--- src/adc_timing_control_consts.svh ---
`ifndef ADC_TIMING_CONTROL_CONSTS_SVH
`define ADC_TIMING_CONTROL_CONSTS_SVH

// ****************************************
// Register offsets (byte addresses)
// ****************************************
`define ADDR_CTRL        8'h00
`define ADDR_RESULT      8'h04
`define ADDR_STATUS      8'h08
`define ADDR_MASK        8'h0c
`define ADDR_SYSCONF     8'h10
`define ADDR_MCLK        8'h14

// ****************************************
// Control register fields
// ****************************************
`define CTRL_BCSEL_HI    15
`define CTRL_BCSEL_LO    14
`define CTRL_STSEL_HI    13
`define CTRL_STSEL_LO    12
`define CTRL_CALRUN_BIT  3
`define CTRL_POSTCAL_BIT 2
`define CTRL_RES8_BIT    1
`define CTRL_START_BIT   0
`define CTRL_WR_MASK     16'hf006
`define CTRL_RESET       16'h0004

// Status and mask bits
`define ST_DONE_BIT      0
`define ST_CAL_BIT       1

// ****************************************
// Timing, in basic-clock or system-clock periods; the reference clock period in ns
// ****************************************
`define REF_CLK_NS       20
`define CONV10_PCAL_BC   7'h34
`define CONV10_BC        7'h28
`define CONV8_PCAL_BC    7'h2c
`define CONV8_BC         7'h20
`define LOAD_SYS         7'h06
`define CAL_MIN_BC       484
`define CAL_MAX_BC       11696

// Basic clock divisors and sample lengths, by select code
`define BC_DIV_00        5'h04
`define BC_DIV_01        5'h02
`define BC_DIV_10        5'h10
`define BC_DIV_11        5'h08
`define SAMP_BC_00       7'h08
`define SAMP_BC_01       7'h10
`define SAMP_BC_10       7'h20
`define SAMP_BC_11       7'h40

// Clamp end codes
`define CODE_LOW         10'h000
`define CODE_HIGH        10'h3ff

`endif

--- src/adc_timing_control_pkg.sv ---
package adc_timing_control_pkg;

  typedef enum logic [1:0] {
    ST_IDLE,
    ST_SAMPLE,
    ST_CONV,
    ST_LOAD
  } conv_state_e;

  typedef struct packed {
    conv_state_e st;
    logic [15:0] ctrl;
    logic        halve;
    logic [1:0]  mclk;
    logic [1:0]  status;
    logic [1:0]  mask;
    logic [9:0]  result;
    logic [9:0]  samp;
    logic        sys_div;
    logic [3:0]  bc_cnt;
    logic [6:0]  phase;
    logic        cal_busy;
    logic [13:0] cal_cnt;
    logic [13:0] cal_len;
    logic [15:0] rdata;
    logic        done;
    logic        busy;
    logic        irq;
  } ctl_state_s;

endpackage : adc_timing_control_pkg

--- src/adc_timing_control.sv ---
// Design decisions made here: the placing of the registers and the address-and-strobe port.
`timescale 1ns/1ps
`include "adc_timing_control_consts.svh"

module adc_timing_control #(
  parameter int CAL_MIN = `CAL_MIN_BC,
  parameter int CAL_MAX = `CAL_MAX_BC
) (
  input  wire logic               ref_clk_i,
  input  wire logic               resetn_i,
  input  wire logic [7:0]         addr_i,
  input  wire logic [15:0]        wdata_i,
  input  wire logic               wr_i,
  input  wire logic               rd_i,
  output logic      [15:0]        rdata_o,
  input  wire logic signed [11:0] ain_i,
  input  wire logic               ref_noisy_i,
  output logic      [9:0]         result_o,
  output logic                    done_o,
  output logic                    busy_o,
  output logic                    cal_busy_o,
  output logic                    cpu_clk_half_o,
  output logic      [1:0]         mclk_mode_o,
  output logic                    irq_o
);

  // ****************************************
  // Timing and clamp helpers
  // ****************************************
  function automatic logic [4:0] bc_div(input logic [1:0] sel);
    case (sel)
      2'h0:    bc_div = `BC_DIV_00;
      2'h1:    bc_div = `BC_DIV_01;
      2'h2:    bc_div = `BC_DIV_10;
      default: bc_div = `BC_DIV_11;
    endcase
  endfunction : bc_div

  function automatic logic [6:0] samp_bc(input logic [1:0] sel);
    case (sel)
      2'h0:    samp_bc = `SAMP_BC_00;
      2'h1:    samp_bc = `SAMP_BC_01;
      2'h2:    samp_bc = `SAMP_BC_10;
      default: samp_bc = `SAMP_BC_11;
    endcase
  endfunction : samp_bc

  function automatic logic [6:0] conv_bc(input logic res8, input logic pcal);
    if (res8)
      conv_bc = pcal ? `CONV8_PCAL_BC : `CONV8_BC;
    else
      conv_bc = pcal ? `CONV10_PCAL_BC : `CONV10_BC;
  endfunction : conv_bc

  function automatic logic [9:0] clamp(input logic signed [11:0] v);
    if (v < 12'sh000)
      clamp = `CODE_LOW;
    else if (v > 12'sh3ff)
      clamp = `CODE_HIGH;
    else
      clamp = v[9:0];
  endfunction : clamp

  adc_timing_control_pkg::ctl_state_s s_reg;
  adc_timing_control_pkg::ctl_state_s s_next;

  logic       sys_tick;
  logic       bc_tick;
  logic [4:0] div;
  logic       start;

  // ****************************************
  // Next-state logic
  // ****************************************
  always_comb
  begin
    s_next      = s_reg;
    s_next.done = 1'b0;
    // The system clock runs at the CPU clock rate: every edge or every second one
    sys_tick    = s_reg.halve ? s_reg.sys_div : 1'b1;
    s_next.sys_div = s_reg.halve ? ~s_reg.sys_div : 1'b0;
    div         = bc_div(s_reg.ctrl[`CTRL_BCSEL_HI:`CTRL_BCSEL_LO]);
    bc_tick     = sys_tick && ({1'b0, s_reg.bc_cnt} == div - 5'h01);
    if (sys_tick)
      s_next.bc_cnt = bc_tick ? 4'h0 : s_reg.bc_cnt + 4'h1;
    start = wr_i && (addr_i == `ADDR_CTRL) && wdata_i[`CTRL_START_BIT];

    // W1C first so that a hardware set in the same cycle survives
    if (wr_i && addr_i == `ADDR_STATUS)
      s_next.status = s_reg.status & ~wdata_i[1:0];
    if (wr_i && addr_i == `ADDR_MASK)
      s_next.mask = wdata_i[1:0];
    if (wr_i && addr_i == `ADDR_CTRL)
      s_next.ctrl = wdata_i & `CTRL_WR_MASK;
    if (wr_i && addr_i == `ADDR_SYSCONF)
      s_next.halve = wdata_i[0];
    if (wr_i && addr_i == `ADDR_MCLK)
      s_next.mclk = wdata_i[1:0];

    case (s_reg.st)
      adc_timing_control_pkg::ST_IDLE:
      begin
        if (start)
        begin
          // Align the divider so the sample and conversion phases span whole basic periods
          s_next.st      = adc_timing_control_pkg::ST_SAMPLE;
          s_next.phase   = 7'h00;
          s_next.bc_cnt  = 4'h0;
          s_next.sys_div = 1'b0;
        end
        else if (s_reg.cal_busy && bc_tick)
        begin
          // Calibration pauses while converting, so conversions lengthen it
          s_next.cal_cnt = s_reg.cal_cnt + 14'h0001;
          if (ref_noisy_i && s_reg.cal_len < 14'(CAL_MAX))
            s_next.cal_len = s_reg.cal_len + 14'h0001;
          if (s_reg.cal_cnt + 14'h0001 >= s_reg.cal_len)
          begin
            s_next.cal_busy = 1'b0;
            s_next.status[`ST_CAL_BIT] = 1'b1;
          end
        end
      end
      adc_timing_control_pkg::ST_SAMPLE:
      begin
        if (bc_tick)
        begin
          if (s_reg.phase == samp_bc(s_reg.ctrl[`CTRL_STSEL_HI:`CTRL_STSEL_LO]) - 7'h01)
          begin
            s_next.st    = adc_timing_control_pkg::ST_CONV;
            s_next.phase = 7'h00;
            s_next.samp  = clamp(ain_i);
          end
          else
            s_next.phase = s_reg.phase + 7'h01;
        end
      end
      adc_timing_control_pkg::ST_CONV:
      begin
        if (bc_tick)
        begin
          if (s_reg.phase == conv_bc(s_reg.ctrl[`CTRL_RES8_BIT],
                                     s_reg.ctrl[`CTRL_POSTCAL_BIT]) - 7'h01)
          begin
            s_next.st    = adc_timing_control_pkg::ST_LOAD;
            s_next.phase = 7'h00;
          end
          else
            s_next.phase = s_reg.phase + 7'h01;
        end
      end
      adc_timing_control_pkg::ST_LOAD:
      begin
        if (sys_tick)
        begin
          if (s_reg.phase == `LOAD_SYS - 7'h01)
          begin
            s_next.st     = adc_timing_control_pkg::ST_IDLE;
            s_next.phase  = 7'h00;
            // 8-bit results keep the top bits, right-aligned
            s_next.result = s_reg.ctrl[`CTRL_RES8_BIT] ?
                            {2'b00, s_reg.samp[9:2]} : s_reg.samp;
            s_next.done   = 1'b1;
            s_next.status[`ST_DONE_BIT] = 1'b1;
          end
          else
            s_next.phase = s_reg.phase + 7'h01;
        end
      end
      default:
        s_next.st = adc_timing_control_pkg::ST_IDLE;
    endcase

    // Busy leaves a flop so the pin never glitches on a state decode
    s_next.busy  = (s_next.st != adc_timing_control_pkg::ST_IDLE);
    s_next.irq   = |(s_next.status & s_next.mask);
    s_next.rdata = 16'h0000;
    if (rd_i)
    begin
      case (addr_i)
        `ADDR_CTRL:    s_next.rdata = {s_reg.ctrl[15:4], s_reg.cal_busy, s_reg.ctrl[2:1],
                                       s_reg.st != adc_timing_control_pkg::ST_IDLE};
        `ADDR_RESULT:  s_next.rdata = {6'h00, s_reg.result};
        `ADDR_STATUS:  s_next.rdata = {14'h0000, s_reg.status};
        `ADDR_MASK:    s_next.rdata = {14'h0000, s_reg.mask};
        `ADDR_SYSCONF: s_next.rdata = {15'h0000, s_reg.halve};
        `ADDR_MCLK:    s_next.rdata = {14'h0000, s_reg.mclk};
        default:       s_next.rdata = 16'h0000;
      endcase
    end
  end

  always_ff @(posedge ref_clk_i or negedge resetn_i)
  begin
    if (!resetn_i)
    begin
      s_reg          <= '0;
      s_reg.st       <= adc_timing_control_pkg::ST_IDLE;
      s_reg.ctrl     <= `CTRL_RESET;
      s_reg.cal_busy <= 1'b1;
      s_reg.cal_len  <= 14'(CAL_MIN);
    end
    else
      s_reg <= s_next;
  end

  assign rdata_o        = s_reg.rdata;
  assign result_o       = s_reg.result;
  assign done_o         = s_reg.done;
  assign busy_o         = s_reg.busy;
  assign cal_busy_o     = s_reg.cal_busy;
  assign cpu_clk_half_o = s_reg.halve;
  assign mclk_mode_o    = s_reg.mclk;
  assign irq_o          = s_reg.irq;

  // ****************************************
  // Checks
  // ****************************************
  logic [11:0] st_cyc_reg;
  logic [11:0] h;
  always_ff @(posedge ref_clk_i or negedge resetn_i)
  begin
    if (!resetn_i)
      st_cyc_reg <= 12'h000;
    else
      st_cyc_reg <= (s_next.st != s_reg.st) ? 12'h000 : st_cyc_reg + 12'h001;
  end
  assign h = s_reg.halve ? 12'h002 : 12'h001;

  sample_len_a: assert property (@(posedge ref_clk_i) disable iff (!resetn_i)
    (s_reg.st == adc_timing_control_pkg::ST_SAMPLE && s_next.st == adc_timing_control_pkg::ST_CONV)
    |-> (st_cyc_reg + 12'h001 == 12'(samp_bc(s_reg.ctrl[13:12])) * 12'(div) * h))
    else $error("sample phase length wrong");
  conv_len_a: assert property (@(posedge ref_clk_i) disable iff (!resetn_i)
    (s_reg.st == adc_timing_control_pkg::ST_CONV && s_next.st == adc_timing_control_pkg::ST_LOAD)
    |-> (st_cyc_reg + 12'h001 == 12'(conv_bc(s_reg.ctrl[1], s_reg.ctrl[2])) * 12'(div) * h))
    else $error("conversion phase length wrong");
  load_len_a: assert property (@(posedge ref_clk_i) disable iff (!resetn_i)
    (s_reg.st == adc_timing_control_pkg::ST_LOAD && s_next.st == adc_timing_control_pkg::ST_IDLE)
    |-> (st_cyc_reg + 12'h001 == 12'h006 * h))
    else $error("load phase length wrong");
  bc_div_a: assert property (@(posedge ref_clk_i) disable iff (!resetn_i)
    (s_reg.ctrl[15:14] == 2'h2 && !s_reg.halve && s_reg.st == adc_timing_control_pkg::ST_SAMPLE
     && s_next.st == adc_timing_control_pkg::ST_SAMPLE && bc_tick) |-> ##1 !bc_tick[*8])
    else $error("basic clock too fast");
  half_tick_a: assert property (@(posedge ref_clk_i) disable iff (!resetn_i)
    (s_reg.halve && s_next.halve && sys_tick) |=> !sys_tick)
    else $error("halved clock ticks on adjacent edges");
  clamp_low_a: assert property (@(posedge ref_clk_i) disable iff (!resetn_i)
    (s_reg.st == adc_timing_control_pkg::ST_SAMPLE && s_next.st == adc_timing_control_pkg::ST_CONV
     && ain_i < 12'sh000) |=> s_reg.samp == `CODE_LOW)
    else $error("low input not clamped");
  clamp_high_a: assert property (@(posedge ref_clk_i) disable iff (!resetn_i)
    (s_reg.st == adc_timing_control_pkg::ST_SAMPLE && s_next.st == adc_timing_control_pkg::ST_CONV
     && ain_i > 12'sh3ff) |=> s_reg.samp == `CODE_HIGH)
    else $error("high input not clamped");
  cal_bounds_a: assert property (@(posedge ref_clk_i) disable iff (!resetn_i)
    $fell(s_reg.cal_busy) |-> (s_reg.cal_cnt >= 14'(CAL_MIN) && s_reg.cal_cnt <= 14'(CAL_MAX)))
    else $error("calibration length out of bounds");
  cal_start_a: assert property (@(posedge ref_clk_i) disable iff (!resetn_i)
    (start && s_reg.cal_busy && s_reg.st == adc_timing_control_pkg::ST_IDLE)
    |=> busy_o && cal_busy_o)
    else $error("start during calibration ignored");
  done_load_a: assert property (@(posedge ref_clk_i) disable iff (!resetn_i)
    done_o |-> ($past(s_reg.st) == adc_timing_control_pkg::ST_LOAD && s_reg.status[0]
                && !busy_o))
    else $error("done without result load");
  mclk_wr_a: assert property (@(posedge ref_clk_i) disable iff (!resetn_i)
    (wr_i && addr_i == `ADDR_MCLK) |=> mclk_mode_o == $past(wdata_i[1:0]))
    else $error("master clock select not stored");
  res8_align_a: assert property (@(posedge ref_clk_i) disable iff (!resetn_i)
    (done_o && s_reg.ctrl[`CTRL_RES8_BIT]) |-> result_o[9:8] == 2'b00)
    else $error("8-bit result not right-aligned");
  cal_pause_a: assert property (@(posedge ref_clk_i) disable iff (!resetn_i)
    (s_reg.cal_busy && s_reg.st != adc_timing_control_pkg::ST_IDLE)
    |=> s_reg.cal_cnt == $past(s_reg.cal_cnt))
    else $error("calibration advanced during a conversion");

  conv10_c: cover property (@(posedge ref_clk_i) disable iff (!resetn_i)
    done_o && !s_reg.ctrl[1]);
  conv8_c: cover property (@(posedge ref_clk_i) disable iff (!resetn_i)
    done_o && s_reg.ctrl[1]);
  cal_conv_c: cover property (@(posedge ref_clk_i) disable iff (!resetn_i)
    done_o && cal_busy_o);
  cal_end_c: cover property (@(posedge ref_clk_i) disable iff (!resetn_i)
    $fell(cal_busy_o));
  half_conv_c: cover property (@(posedge ref_clk_i) disable iff (!resetn_i)
    done_o && cpu_clk_half_o);

endmodule : adc_timing_control

--- config.mk ---
export PLATFORM = sky130hd
export DESIGN_NAME = adc_timing_control
export DESIGN_NICKNAME = d
export VERILOG_FILES = /design/src/adc_timing_control_pkg.sv /design/src/adc_timing_control.sv
export VERILOG_INCLUDE_DIRS = /design/src
export SDC_FILE = /design/constraint.sdc
export NUM_CORES = 1
export LEC_CHECK = 0
export BUFFER_PORTS_ARGS = -buffer_cell sky130_fd_sc_hd__buf_2
export CAP_MARGIN = 20
export CORE_ASPECT_RATIO = 1.4
export CORE_MARGIN = 2
export CORE_UTILIZATION = 33
export CTS_BUF_LIST = sky130_fd_sc_hd__clkbuf_8
export DETAILED_ROUTE_END_ITERATION = 8
export PLACE_DENSITY = 0.61
export SYNTH_ARGS = -nofsm -noshare
export SYNTH_HDL_FRONTEND = slang
export SYNTH_SLANG_ARGS = --single-unit
--- constraint.sdc ---
create_clock -name ref_clk_i -period 5.44 [get_ports ref_clk_i]
set_input_delay 0.272 -clock ref_clk_i [delete_from_list [all_inputs] [get_ports ref_clk_i]]
set_output_delay 0.272 -clock ref_clk_i [all_outputs]
set_load 0.02 [all_outputs]
[Yosys cells after proc, flatten, opt, wreduce, memory -nomap -nowiden]
Index checks and enable logic that the tools add are counted.
W data, S select, Z words.
Word-level totals
  logic and storage cells: 123
  register bits after elaboration: 95
  output and inout bits: 33
  bits of input ports: 41
Operators by class
  bitwise logic cells: 5
  equal/unequal tests: 20
  $add $sub $neg: 7
  $lt $le $gt $ge: 4
  muxes and demuxes: 47
  reductions and logical operators: 22
Operators by type and width (number)
  $pmux W16 S6: 1
  $mux W7: 10
  $mux W10: 3
  $add A14 B1 Y14 const B: 2
  $pmux W7 S4: 1
  $pmux W7 S3: 1
  $mux W2: 9
  $eq A8 B4 Y1 const B: 2
  $eq A8 B5 Y1 const B: 2
  $mux W16: 1
  $mux W5: 3
  $pmux W5 S3: 1
  $eq A7 B7 Y1: 2
  $ge A14 B14 Y1: 1
  $lt A14 B14 Y1 const B: 1
  $sub A7 B1 Y7 const B: 2
  $gt A12 B11 Y1 const B: 1
  $lt A12 B1 Y1 const B: 1
  $mux W1: 12
  $mux W12: 1
  $mux W4: 3
  $reduce_and A4 Y1: 3
  $logic_and A1 B1 Y1: 9
  $reduce_and A3 Y1: 3
  17 further kinds: 30

[Depth between registers and ports, before layout]
Gate-level depths: netlist of the first run.
  word-level depth: 13
  mapped depth: 12

[Worst setup path after synthesis of the first run]
Ideal clock, no wire load.
  path type: reg-to-reg
  start: register s_reg[33] (netlist bit)
  end: register s_reg (netlist bit irq_o)
  stages on the path, launching flop included: 13
  arrival time: 2.519 ns
  data required time: 5.306 ns
  library setup time: 0.134 ns
  clock period less this slack: 2.653 ns
  path buffers: 0
  setup slack: 2.787 ns
  cell sequence: dfrtp_1 -> ha_1 -> nand3_1 -> or3_1 -> nor2_1 -> nand3_1 -> xnor2_1 -> ha_1 -> a21o_1 -> a21oi_1 -> o21ai_0 -> a21oi_1 -> o211ai_1
RTL lines
  start, declared: RTL line adc_timing_control.sv:64  | adc_timing_control_pkg::ctl_state_s s_reg;
  start signal, assigned: RTL line adc_timing_control.sv:204  | s_reg <= s_next;

==> results.cfg, run 1 <==
[status]
outcome = finished, final reports clean

[timing]
clock.fmax_ghz = 0.326
finClkSkew_ps = 18.5
worst_slack_ps = 2380
setup_viol = 0
tns_ps = 0
hold_ws_ps = 122
period_minus_slack_ps = 3060
max_slew.worst_pin.slew_ps = 896
hold_viol_final = 0
max_slew_margin = 0.397
rsz0062_at_grt = no
drv_slew = 0
fin_crit_sh = 0.563

[yosys]
synth_top_area_frac = 0.413
yosysTopAreaCell = dfrtp_1
ys_seq_area_frac = 0.448
synth_area_leaders = dfrtp_1, ha_1, xnor2_1
synth_edf_count = 0
async_flop_share = 1.00
postSynthCellCount = 509
yosysWarnings = 0
synth_area_um2 = 5220
synth.avg_cell_area_um2 = 10.2
ys_types = 65
synth_seq_cells = 93
ys.flop_type = dfrtp_1
synth_most_common_cell = dfrtp_1
yosys-top-cells-count = dfrtp_1, nor2_1, nand2_1

[global_routing]
busiest_layer = met2
met3_usage = 0.0265
grtUsageTotal = 0.136
grt_remaining_overflow = 0
grt_pass1_wl_mm = 18.1
grt_pass1_vias = 3749
met2_usage = 0.245
antenna_found_initial = 0
grt_use_met1 = 0.154
grt_max_degree = 67

[placement]
gp_congestion = 0.788
place_ws_ps = 2400
place_hpwl_mm = 8.48
io_buffers = 62
dp_cells = 725

[power_and_ir_drop]
intPower_mw = 0.975
finalPower_mw = 1.40
p_clk_frac = 0.341
seqPwrFrac = 0.550
sw_frac_of_total = 0.303
leakage_nw = 2.76
powerDensity_nw_per_um2 = 245
peakVddDrop_mv = 0.108
p_comb_frac = 0.110
p_switching_mw = 0.423

[worst_setup_path]
path_class = register to register
cp-end-kind = register
crit_cells = 12
crit_buf_inv = 0
cp_data_arrival_time_ps = 3300
timing.rr.end = s_reg[83]
start_kind = register
crit_chain = ha_1, nand3_1, or3_1, nor2_1, nand3_1, xnor2_1, ha_1, a21o_1, a21oi_1, o21ai_0, a21oi_1, o21ai_0
reg2reg_slack_ps = 2380
max_stage_delay_ps = 440
worstRegToRegCells = 12
reg2reg_from = s_reg[33]
cpLargestDelayFamily = simple AND/OR/NAND/NOR gates
path_max_fanout = 5
cp.required_ps = 5680
slowest_stage = dfrtp_1

[clock_tree]
h-tree-depth = 3
cts_tree = built
cts-root-buf = clkbuf_8
cts_sinks = 93
numCtsBuffers = 9
clock_latency_ps = 380
cts_hold_buf = 1
postCtsResizedCells = 0
clock_path_buffers = 2
clk_pin_slew_ps = 100
cts_setup_buffers = 0

[die]
die_area_um2 = 16800
start_util = 0.336
fp.coreArea_um2 = 15500
rows = 54
die_y_um = 153
num_io_pins = 74
dieWidth_um = 110

[routing]
ant_nets = 0
drt_wl_total_mm = 10.9
drc_errors = 0
via_per_inst = 4.93
drt-pass1-iter-count = 4
drt-initial-drc-count = 221
num_vias = 3660
detail_route.wl_per_cell_um = 14.6

[layout]
diodes = 0
drive_gt1_frac = 0.225
area_growth_pct = 9.43
largest_register_ffs = 62
final_nets = 602
final_cells = 742

[worst_hold_path]
min_to = s_reg[99]
min-delay-start = wdata_i[12]
min_path_type = primary input to register
hold_depth = 2

[run]
max_cap_violations = 0
area by class of cell:
class,instances,area (um^2)
clock buffers,9,124
clock inverters,7,86.3
fillers,1553,9830
inverters,21,78.8
multi-input cells,352,2510
flip-flops and latches,93,2340
well taps,196,245
repair buffers,64,330
stage by stage:
stage,instance area [um^2],util
floorplan,5220,-
global placement,5490,0.353
detailed placement,5490,0.353
CTS,5710,0.367
global route,5710,0.367
finish,5710,0.367
worst max-delay path by stage:
| stage | from | end | slack, ps |
|---|---|---|---|
| final | s_reg[33] | s_reg[83] | 2380 |
| after global routing | s_reg[33] | s_reg[83] | 2110 |
| after CTS | s_reg[33] | irq_o | 2380 |
| after detailed placement | s_reg[33] | irq_o | 2400 |
| after global placement | s_reg[33] | irq_o | 2440 |
| after floorplan | s_reg[33] | irq_o | 2790 |
worst reg2reg max path, cell delays in order (launching register included):
cell and delay (ps):
dfrtp_1 440, ha_1 230, nand3_1 160, or3_1 440, nor2_1 230, nand3_1 150, xnor2_1 150, ha_1 290
a21o_1 160, a21oi_1 120, o21ai_0 110, a21oi_1 310, o21ai_0 140
kinds of logic (layout without fill, tap and decap cells):
| kind of cell | after synthesis | in the layout | share of synthesized area |
|---|---|---|---|
| simple gates | 186 | 186 | 0.185 |
| flops | 93 | 93 | 0.448 |
| compound gates | 68 | 68 | 0.0962 |
| buf+inv | 65 | 101 | 0.0722 |
| xor+xnor | 41 | 41 | 0.0688 |
| mux | 35 | 35 | 0.0816 |
| fa+ha+maj | 20 | 20 | 0.0480 |
| other cells | 1 | 2 | 0.000719 |
layer usage:
metal | vias up | share of wire
li1 | 1799 | -
met1 | 1790 | 0.40
met2 | 52 | 0.54
met3 | 19 | 0.033
met4 | 0 | 0.023
met5 | - | 0
placed cells by master, fill, tap and decap left out, types with 12 or more instances in the layout:
cell     instances
o21ai_0         15
ha_1            20
nand2_1         46
mux2_2          13
inv_1           21
xor2_1          15
buf_2           61
nor2_1          47
dfrtp_1         86
nand3_1         26
and2_1          12
xnor2_1         26
power groups by stage:
stage | clock network (mW) | logic, mW | registers, mW
3_5_place_dp | 0 | 0.155 | 0.781
2_1_floorplan | 0 | 0.124 | 0.759
5_1_grt | 0.519 | 0.174 | 0.775
3_3_place_gp | 0 | 0.148 | 0.778
6_report | 0.476 | 0.154 | 0.768
4_1_cts | 0.488 | 0.156 | 0.768
(Power assumes the default switching activity.)
==> inputs of run 2 (changes only) <==
Settings changed: ABC_AREA set to 1, PLACE_DENSITY 0.61 to 0.62.
Clock period 5.44 ns to 2.8 ns, I/O delays scaled along.
==> run 2 against run 1 <==
Net effect: power grew 91%; global-route usage grew 1.3 points; final cell count increased by 34%; via count is 27% higher; register-to-register slack got worse by 2000 ps; clock power increased by 98%; die area is 7.7% higher; critical path type unchanged; flip-flop and latch count is the same; synthesized cell count rose by 48%; utilization grew 0.15 points.
==> results.cfg, run 2 <==
[status]
outcome = finished, final reports clean

[run]
max_cap_violations = 0

[clock_tree]
cts_sinks = 93
clk_pin_slew_ps = 120
h-tree-depth = 3
clock_latency_ps = 380
numCtsBuffers = 9
cts-root-buf = clkbuf_8
cts_setup_buffers = 0
clock_path_buffers = 2
cts_tree = built

[worst_setup_path]
cp_data_arrival_time_ps = 2790
cp.required_ps = 3120
path_class = register to register
path_max_fanout = 4
start_kind = register
cp-end-kind = register

[timing]
clock.fmax_ghz = 0.405
hold_viol_final = 0
fin_crit_sh = 0.881
rsz0062_at_grt = no
tns_ps = 0
finClkSkew_ps = 21.4
max_slew_margin = 0.625
drv_slew = 0
setup_viol = 0
max_slew.worst_pin.slew_ps = 563
period_minus_slack_ps = 2470

[layout]
final_common_cell = nand2_1
largest_register_ffs = 62
layout_common_cells = nand2_1, inv_1, dfrtp_1, nand3_1, buf_2
finish.utilization = 0.369
area_growth_pct = 9.69
n_fill_cell = 1765
drive_gt1_frac = 0.151
diodes = 0
final_nets = 849

[yosys]
synth_top_family_by_area = simple AND/OR/NAND/NOR gates
synth_top_area_frac = 0.382
synth.avg_cell_area_um2 = 7.49
synth_seq_cells = 93
yosysWarnings = 0
yosys-top-cells-count = nand2_1, inv_1, dfrtp_1
synth_xor_area_frac = 0.0420
ys_types = 38
postSynthCellCount = 752
yosysTopAreaCell = dfrtp_1
synth_simple_gate_area_frac = 0.298
synth_edf_count = 0
ys_seq_area_frac = 0.415
muxShareOfSynthArea = 0.00200
synth_area_leaders = dfrtp_1, nand2_1, nand3_1
synth_area_um2 = 5630
async_flop_share = 1.00
synth_compound_area_frac = 0.0804
synth_adder_area_share = 0.0444
synth_most_common_cell = nand2_1
ys.flop_type = dfrtp_1

[power_and_ir_drop]
peakVddDrop_mv = 0.226
leakage_nw = 3.15
powerDensity_nw_per_um2 = 432

[global_routing]
grt_pass1_vias = 4615
grt_pass1_wl_mm = 21.5
grt_remaining_overflow = 0
grtUsageTotal = 0.149
antenna_found_initial = 0
grt_max_degree = 52

[routing]
route.met2.wl_mm = 6.73
via_per_inst = 4.66
wl_met3_um = 301
ant_nets = 0
wl_met1_mm = 5.36
drt-pass1-iter-count = 4
drt-initial-drc-count = 248
drt_wl_total_mm = 12.6
num_vias = 4644
drc_errors = 0
highest_layer = met4
detail_route.wl_per_cell_um = 12.7

[worst_hold_path]
min_path_type = primary input to register

[die]
die_y_um = 159
fp.coreArea_um2 = 16700
start_util = 0.336
die_area_um2 = 18100
rows = 56
num_io_pins = 74
dieWidth_um = 114

[placement]
place_hpwl_mm = 9.72
io_buffers = 62
gp_congestion = 0.840
run 2: changes by cell type after synthesis, sizes merged, moves of 8 or more:
cell / before / now
a21o: 8 / 0
nor3: 4 / 25
xnor2: 26 / 2
mux2: 23 / 1
o21ai: 16 / 55
inv: 21 / 90
nor2: 47 / 65
mux2i: 11 / 0
nand3: 26 / 69
xor2: 15 / 25
nand2: 47 / 223
and2: 13 / 1
run 2: metrics by stage:
| stage | worst slack (ps) | std cells | hold slack [ps] | cell area [um^2] | power (mW) |
|---|---|---|---|---|---|
| after floorplan | 676 | 753 | -156 | 5630 | 1.65 |
| after global placement | 382 | 978 | 174 | 5940 | 1.75 |
| after detailed placement | 342 | 978 | 178 | 5940 | 1.76 |
| after CTS | 250 | 996 | 0.359 | 6170 | 2.71 |
| after global routing | 17.9 | 996 | 20.2 | 6180 | 2.80 |
| final | 334 | 996 | 12.2 | 6180 | 2.67 |
run 2: metal layers:
metal	up-vias	GRT usage
met3	16	0.0187
met5	-	0
met2	67	0.283
met4	0	0.0557
li1	2430	-
met1	2131	0.168
run 2: power breakdown:
part	internal [mW]	switching, mW	total [mW]
Clock	0.361	0.581	0.942
Combinational	0.110	0.189	0.299
Sequential	1.39	0.0418	1.43
Total	1.86	0.812	2.67
run 2: what timing repair did:
action	in CTS	in global routing
hold buffers	2	0
resized for setup	0	1
endpoints found under the hold margin	38	0
setup endpoints to repair	0	1
run 2: cell families after synthesis:
| family | count (synthesis) |
|---|---|
| multiplexers | 1 |
| XOR/XNOR | 27 |
| other | 1 |
| buffers and inverters | 137 |
| adder cells (fa/ha/maj) | 20 |
| flip-flops | 93 |
| AO/OA/AOI/OAI | 82 |
| AND/OR/NAND/NOR | 391 |
run 2: worst paths after layout:
check / from / endpoint / slack (ps) / cells after the start
max: s_reg[33] / irq_o / 330 / 18
min: wdata_i[12] / s_reg[99] / 10 / 3
max reg2reg: s_reg[33] / irq_o / 330 / 18
min reg2reg: s_reg[46] / s_reg[46] / 490 / 2
max in group asynchronous: resetn_i / s_reg[89] / 1780 / 3
min in group asynchronous: resetn_i / s_reg[19] / 290 / 2
run 2: critical path, stage by stage, from the launching register on:
cell,delay (ps)
dfrtp_1,420
ha_1,210
nand3_1,110
inv_1,120
nand3_1,120
nor2_1,170
nand3_1,90
nand2_1,100
inv_1,50
ha_1,260
nand2_1,40
nor2_1,150
and2_1,150
nand2_1,50
nand3_1,120
nand2_1,70
nand2_1,70
nand2_1,50
nand2_1,60
run 2: layout make-up:
cell class                 count  area (um^2)  area share
inverter                      92          345      0.0559
tap                          203          254      0.0411
clock inverter                 7         91.3      0.0148
timing repair buffer          69          383      0.0620
sequential                    93         2340       0.378
multi-input combinational    523         2640       0.428
clock buffer                   9          124      0.0201
==> inputs of run 3 (changes only) <==
Settings changed: CAP_MARGIN 20 to not set, CORE_ASPECT_RATIO 1.4 to not set.
==> run 3 against run 2 <==
Net effect: flip-flop and latch count is the same; power is 1.9% lower; largest power group unchanged; sequential share of layout area is 0.054 points lower; hold slack better by 5.4 ps; sequential power about the same; via count shrank 1.1%; utilization grew 0.28 points; combinational power hardly changed; clock-buffer cell count increased by 1; cell area grew 0.14%; critical endpoint unchanged; highest routed layer unchanged.
==> results.cfg, run 3 (synthesis gave the netlist of run 2 again) <==
[status]
outcome = finished, final reports clean

[worst_setup_path]
crit_cells = 16
endpoint = irq_o
cpLargestDelayFamily = simple AND/OR/NAND/NOR gates
crit_start = s_reg[38]
max_stage_delay_ps = 410
crit_chain = inv_1, nor3_1, nand2_1, nor2_1, nand2_1, xor2_1, ha_1, nand2_1, nor2_1, and2_1, nand2_1, nand3_1, nand2_1, nand2_1, nand2_1, nand2_1
start_kind = register
slowest_stage = dfrtp_1
worstRegToRegCells = 16
cp_data_arrival_time_ps = 2770
cp.required_ps = 3120
crit_buf_inv = 1
cpMostUsedCell = nand2_1
cp-end-kind = register
reg2reg_slack_ps = 360
path_max_fanout = 4
reg2reg_from = s_reg[38]
path_class = register to register
timing.rr.end = irq_o

[die]
dieWidth_um = 135
rows = 47
num_io_pins = 74
die_area_um2 = 18100
fp.coreArea_um2 = 16600
die_y_um = 135
start_util = 0.338

[layout]
layout_common_cells = nand2_1, inv_1, dfrtp_1, nand3_1, buf_2
final_cells = 1016
seq_area_um2 = 2340
final_nets = 852
diodes = 0
final_common_cell = nand2_1
largest_register_ffs = 62
design_area_um2 = 6180
finish.utilization = 0.372
n_fill_cell = 1753
multi_input_area_um2 = 2640
area_growth_pct = 9.84
drive_gt1_frac = 0.152

[global_routing]
grtUsageTotal = 0.144
grt_pass1_wl_mm = 20.9
antenna_found_initial = 0
grt_pass1_vias = 4280
grt_remaining_overflow = 0
grt_max_degree = 76

[power_and_ir_drop]
powerDensity_nw_per_um2 = 424
leakage_nw = 3.14
peakVddDrop_mv = 0.308
finalPower_mw = 2.62

[placement]
post_dp_cell_area_um2 = 5950
gp_congestion = 0.825
place_hpwl_mm = 9.27
dp_cells = 996
io_buffers = 62
place_ws_ps = 359

[timing]
period_minus_slack_ps = 2440
tns_ps = 0
max_slew.worst_pin.slew_ps = 981
drv_slew = 0
max_slew_margin = 0.346
fin_crit_sh = 0.873
clock.fmax_ghz = 0.409
setup_viol = 0
finClkSkew_ps = 14.8
worst_slack_ps = 356
hold_viol_final = 0
hold_ws_ps = 17.6
rsz0062_at_grt = no

[clock_tree]
h-tree-depth = 3
clock_path_buffers = 2
clk_pin_slew_ps = 100
cts-root-buf = clkbuf_8
numCtsBuffers = 9
cts_tree = built
cts_setup_buffers = 0
clock_latency_ps = 380
cts_sinks = 93

[worst_hold_path]
min_path_type = primary input to register

[routing]
drc_errors = 0
via_per_inst = 4.52
ant_nets = 0
drt-pass1-iter-count = 4
drt_wl_total_mm = 12.3
drt-initial-drc-count = 208
num_vias = 4594
detail_route.wl_per_cell_um = 12.1

[run]
max_cap_violations = 0
run 3: cell count changes in the layout (fill, tap and decap cells not counted), moves of 2 or more:
| cell | delta |
|---|---|
| buf_4 | +2 |
| dlygate4sd3_1 | +2 |
| inv_8 | +2 |
| clkinv_8 | -4 |
run 3: repair_timing:
action / in CTS / in global routing
endpoints found under the setup margin: 0 / 1
resized for setup: 0 / 1
hold buffers: 4 / 0
hold endpoints to repair: 69 / 0
run 3: worst min-delay path: cells and delay by family:
family / cells / cell delay, ps
compound gates: 1 / 100
buf+inv: 1 / 80
simple gates: 1 / 40
run 3: layout make-up:
| type | count | area share |
|---|---|---|
| multi-input cells | 523 | 0.427 |
| flip-flops and latches | 93 | 0.378 |
| repair buffers | 72 | 0.0643 |
| inverters | 92 | 0.0558 |
| well taps | 220 | 0.0445 |
| clock buffers | 10 | 0.0223 |
| clock inverters | 6 | 0.00850 |
run 3: worst min path at each step:
stage	slack, ps	endpoint	startpoint	cells past startpoint
floorplan	-160	busy_o	resetn_i	0
global placement	360	s_reg[22]	resetn_i	1
detailed placement	370	s_reg[22]	resetn_i	1
CTS	9	s_reg[99]	wdata_i[12]	3
global route	30	cpu_clk_half_o	wr_i	2
finish	20	s_reg[99]	wdata_i[12]	3
run 3: metal layers:
| layer | GRT usage | up-vias | wire length [um] |
|---|---|---|---|
| li1 | - | 2436 | - |
| met1 | 0.190 | 2092 | 5920 |
| met2 | 0.237 | 52 | 5810 |
| met3 | 0.0387 | 14 | 376 |
| met4 | 0.0351 | 0 | 178 |
| met5 | 0 | - | 0 |
run 3: power breakdown:
| group | total, mW | internal, mW | switching (mW) | leakage [nW] |
|---|---|---|---|---|
| sequential | 1.43 | 1.39 | 0.0388 | 1.16 |
| clock | 0.894 | 0.365 | 0.530 | 0.0971 |
| combinational | 0.299 | 0.111 | 0.188 | 1.89 |
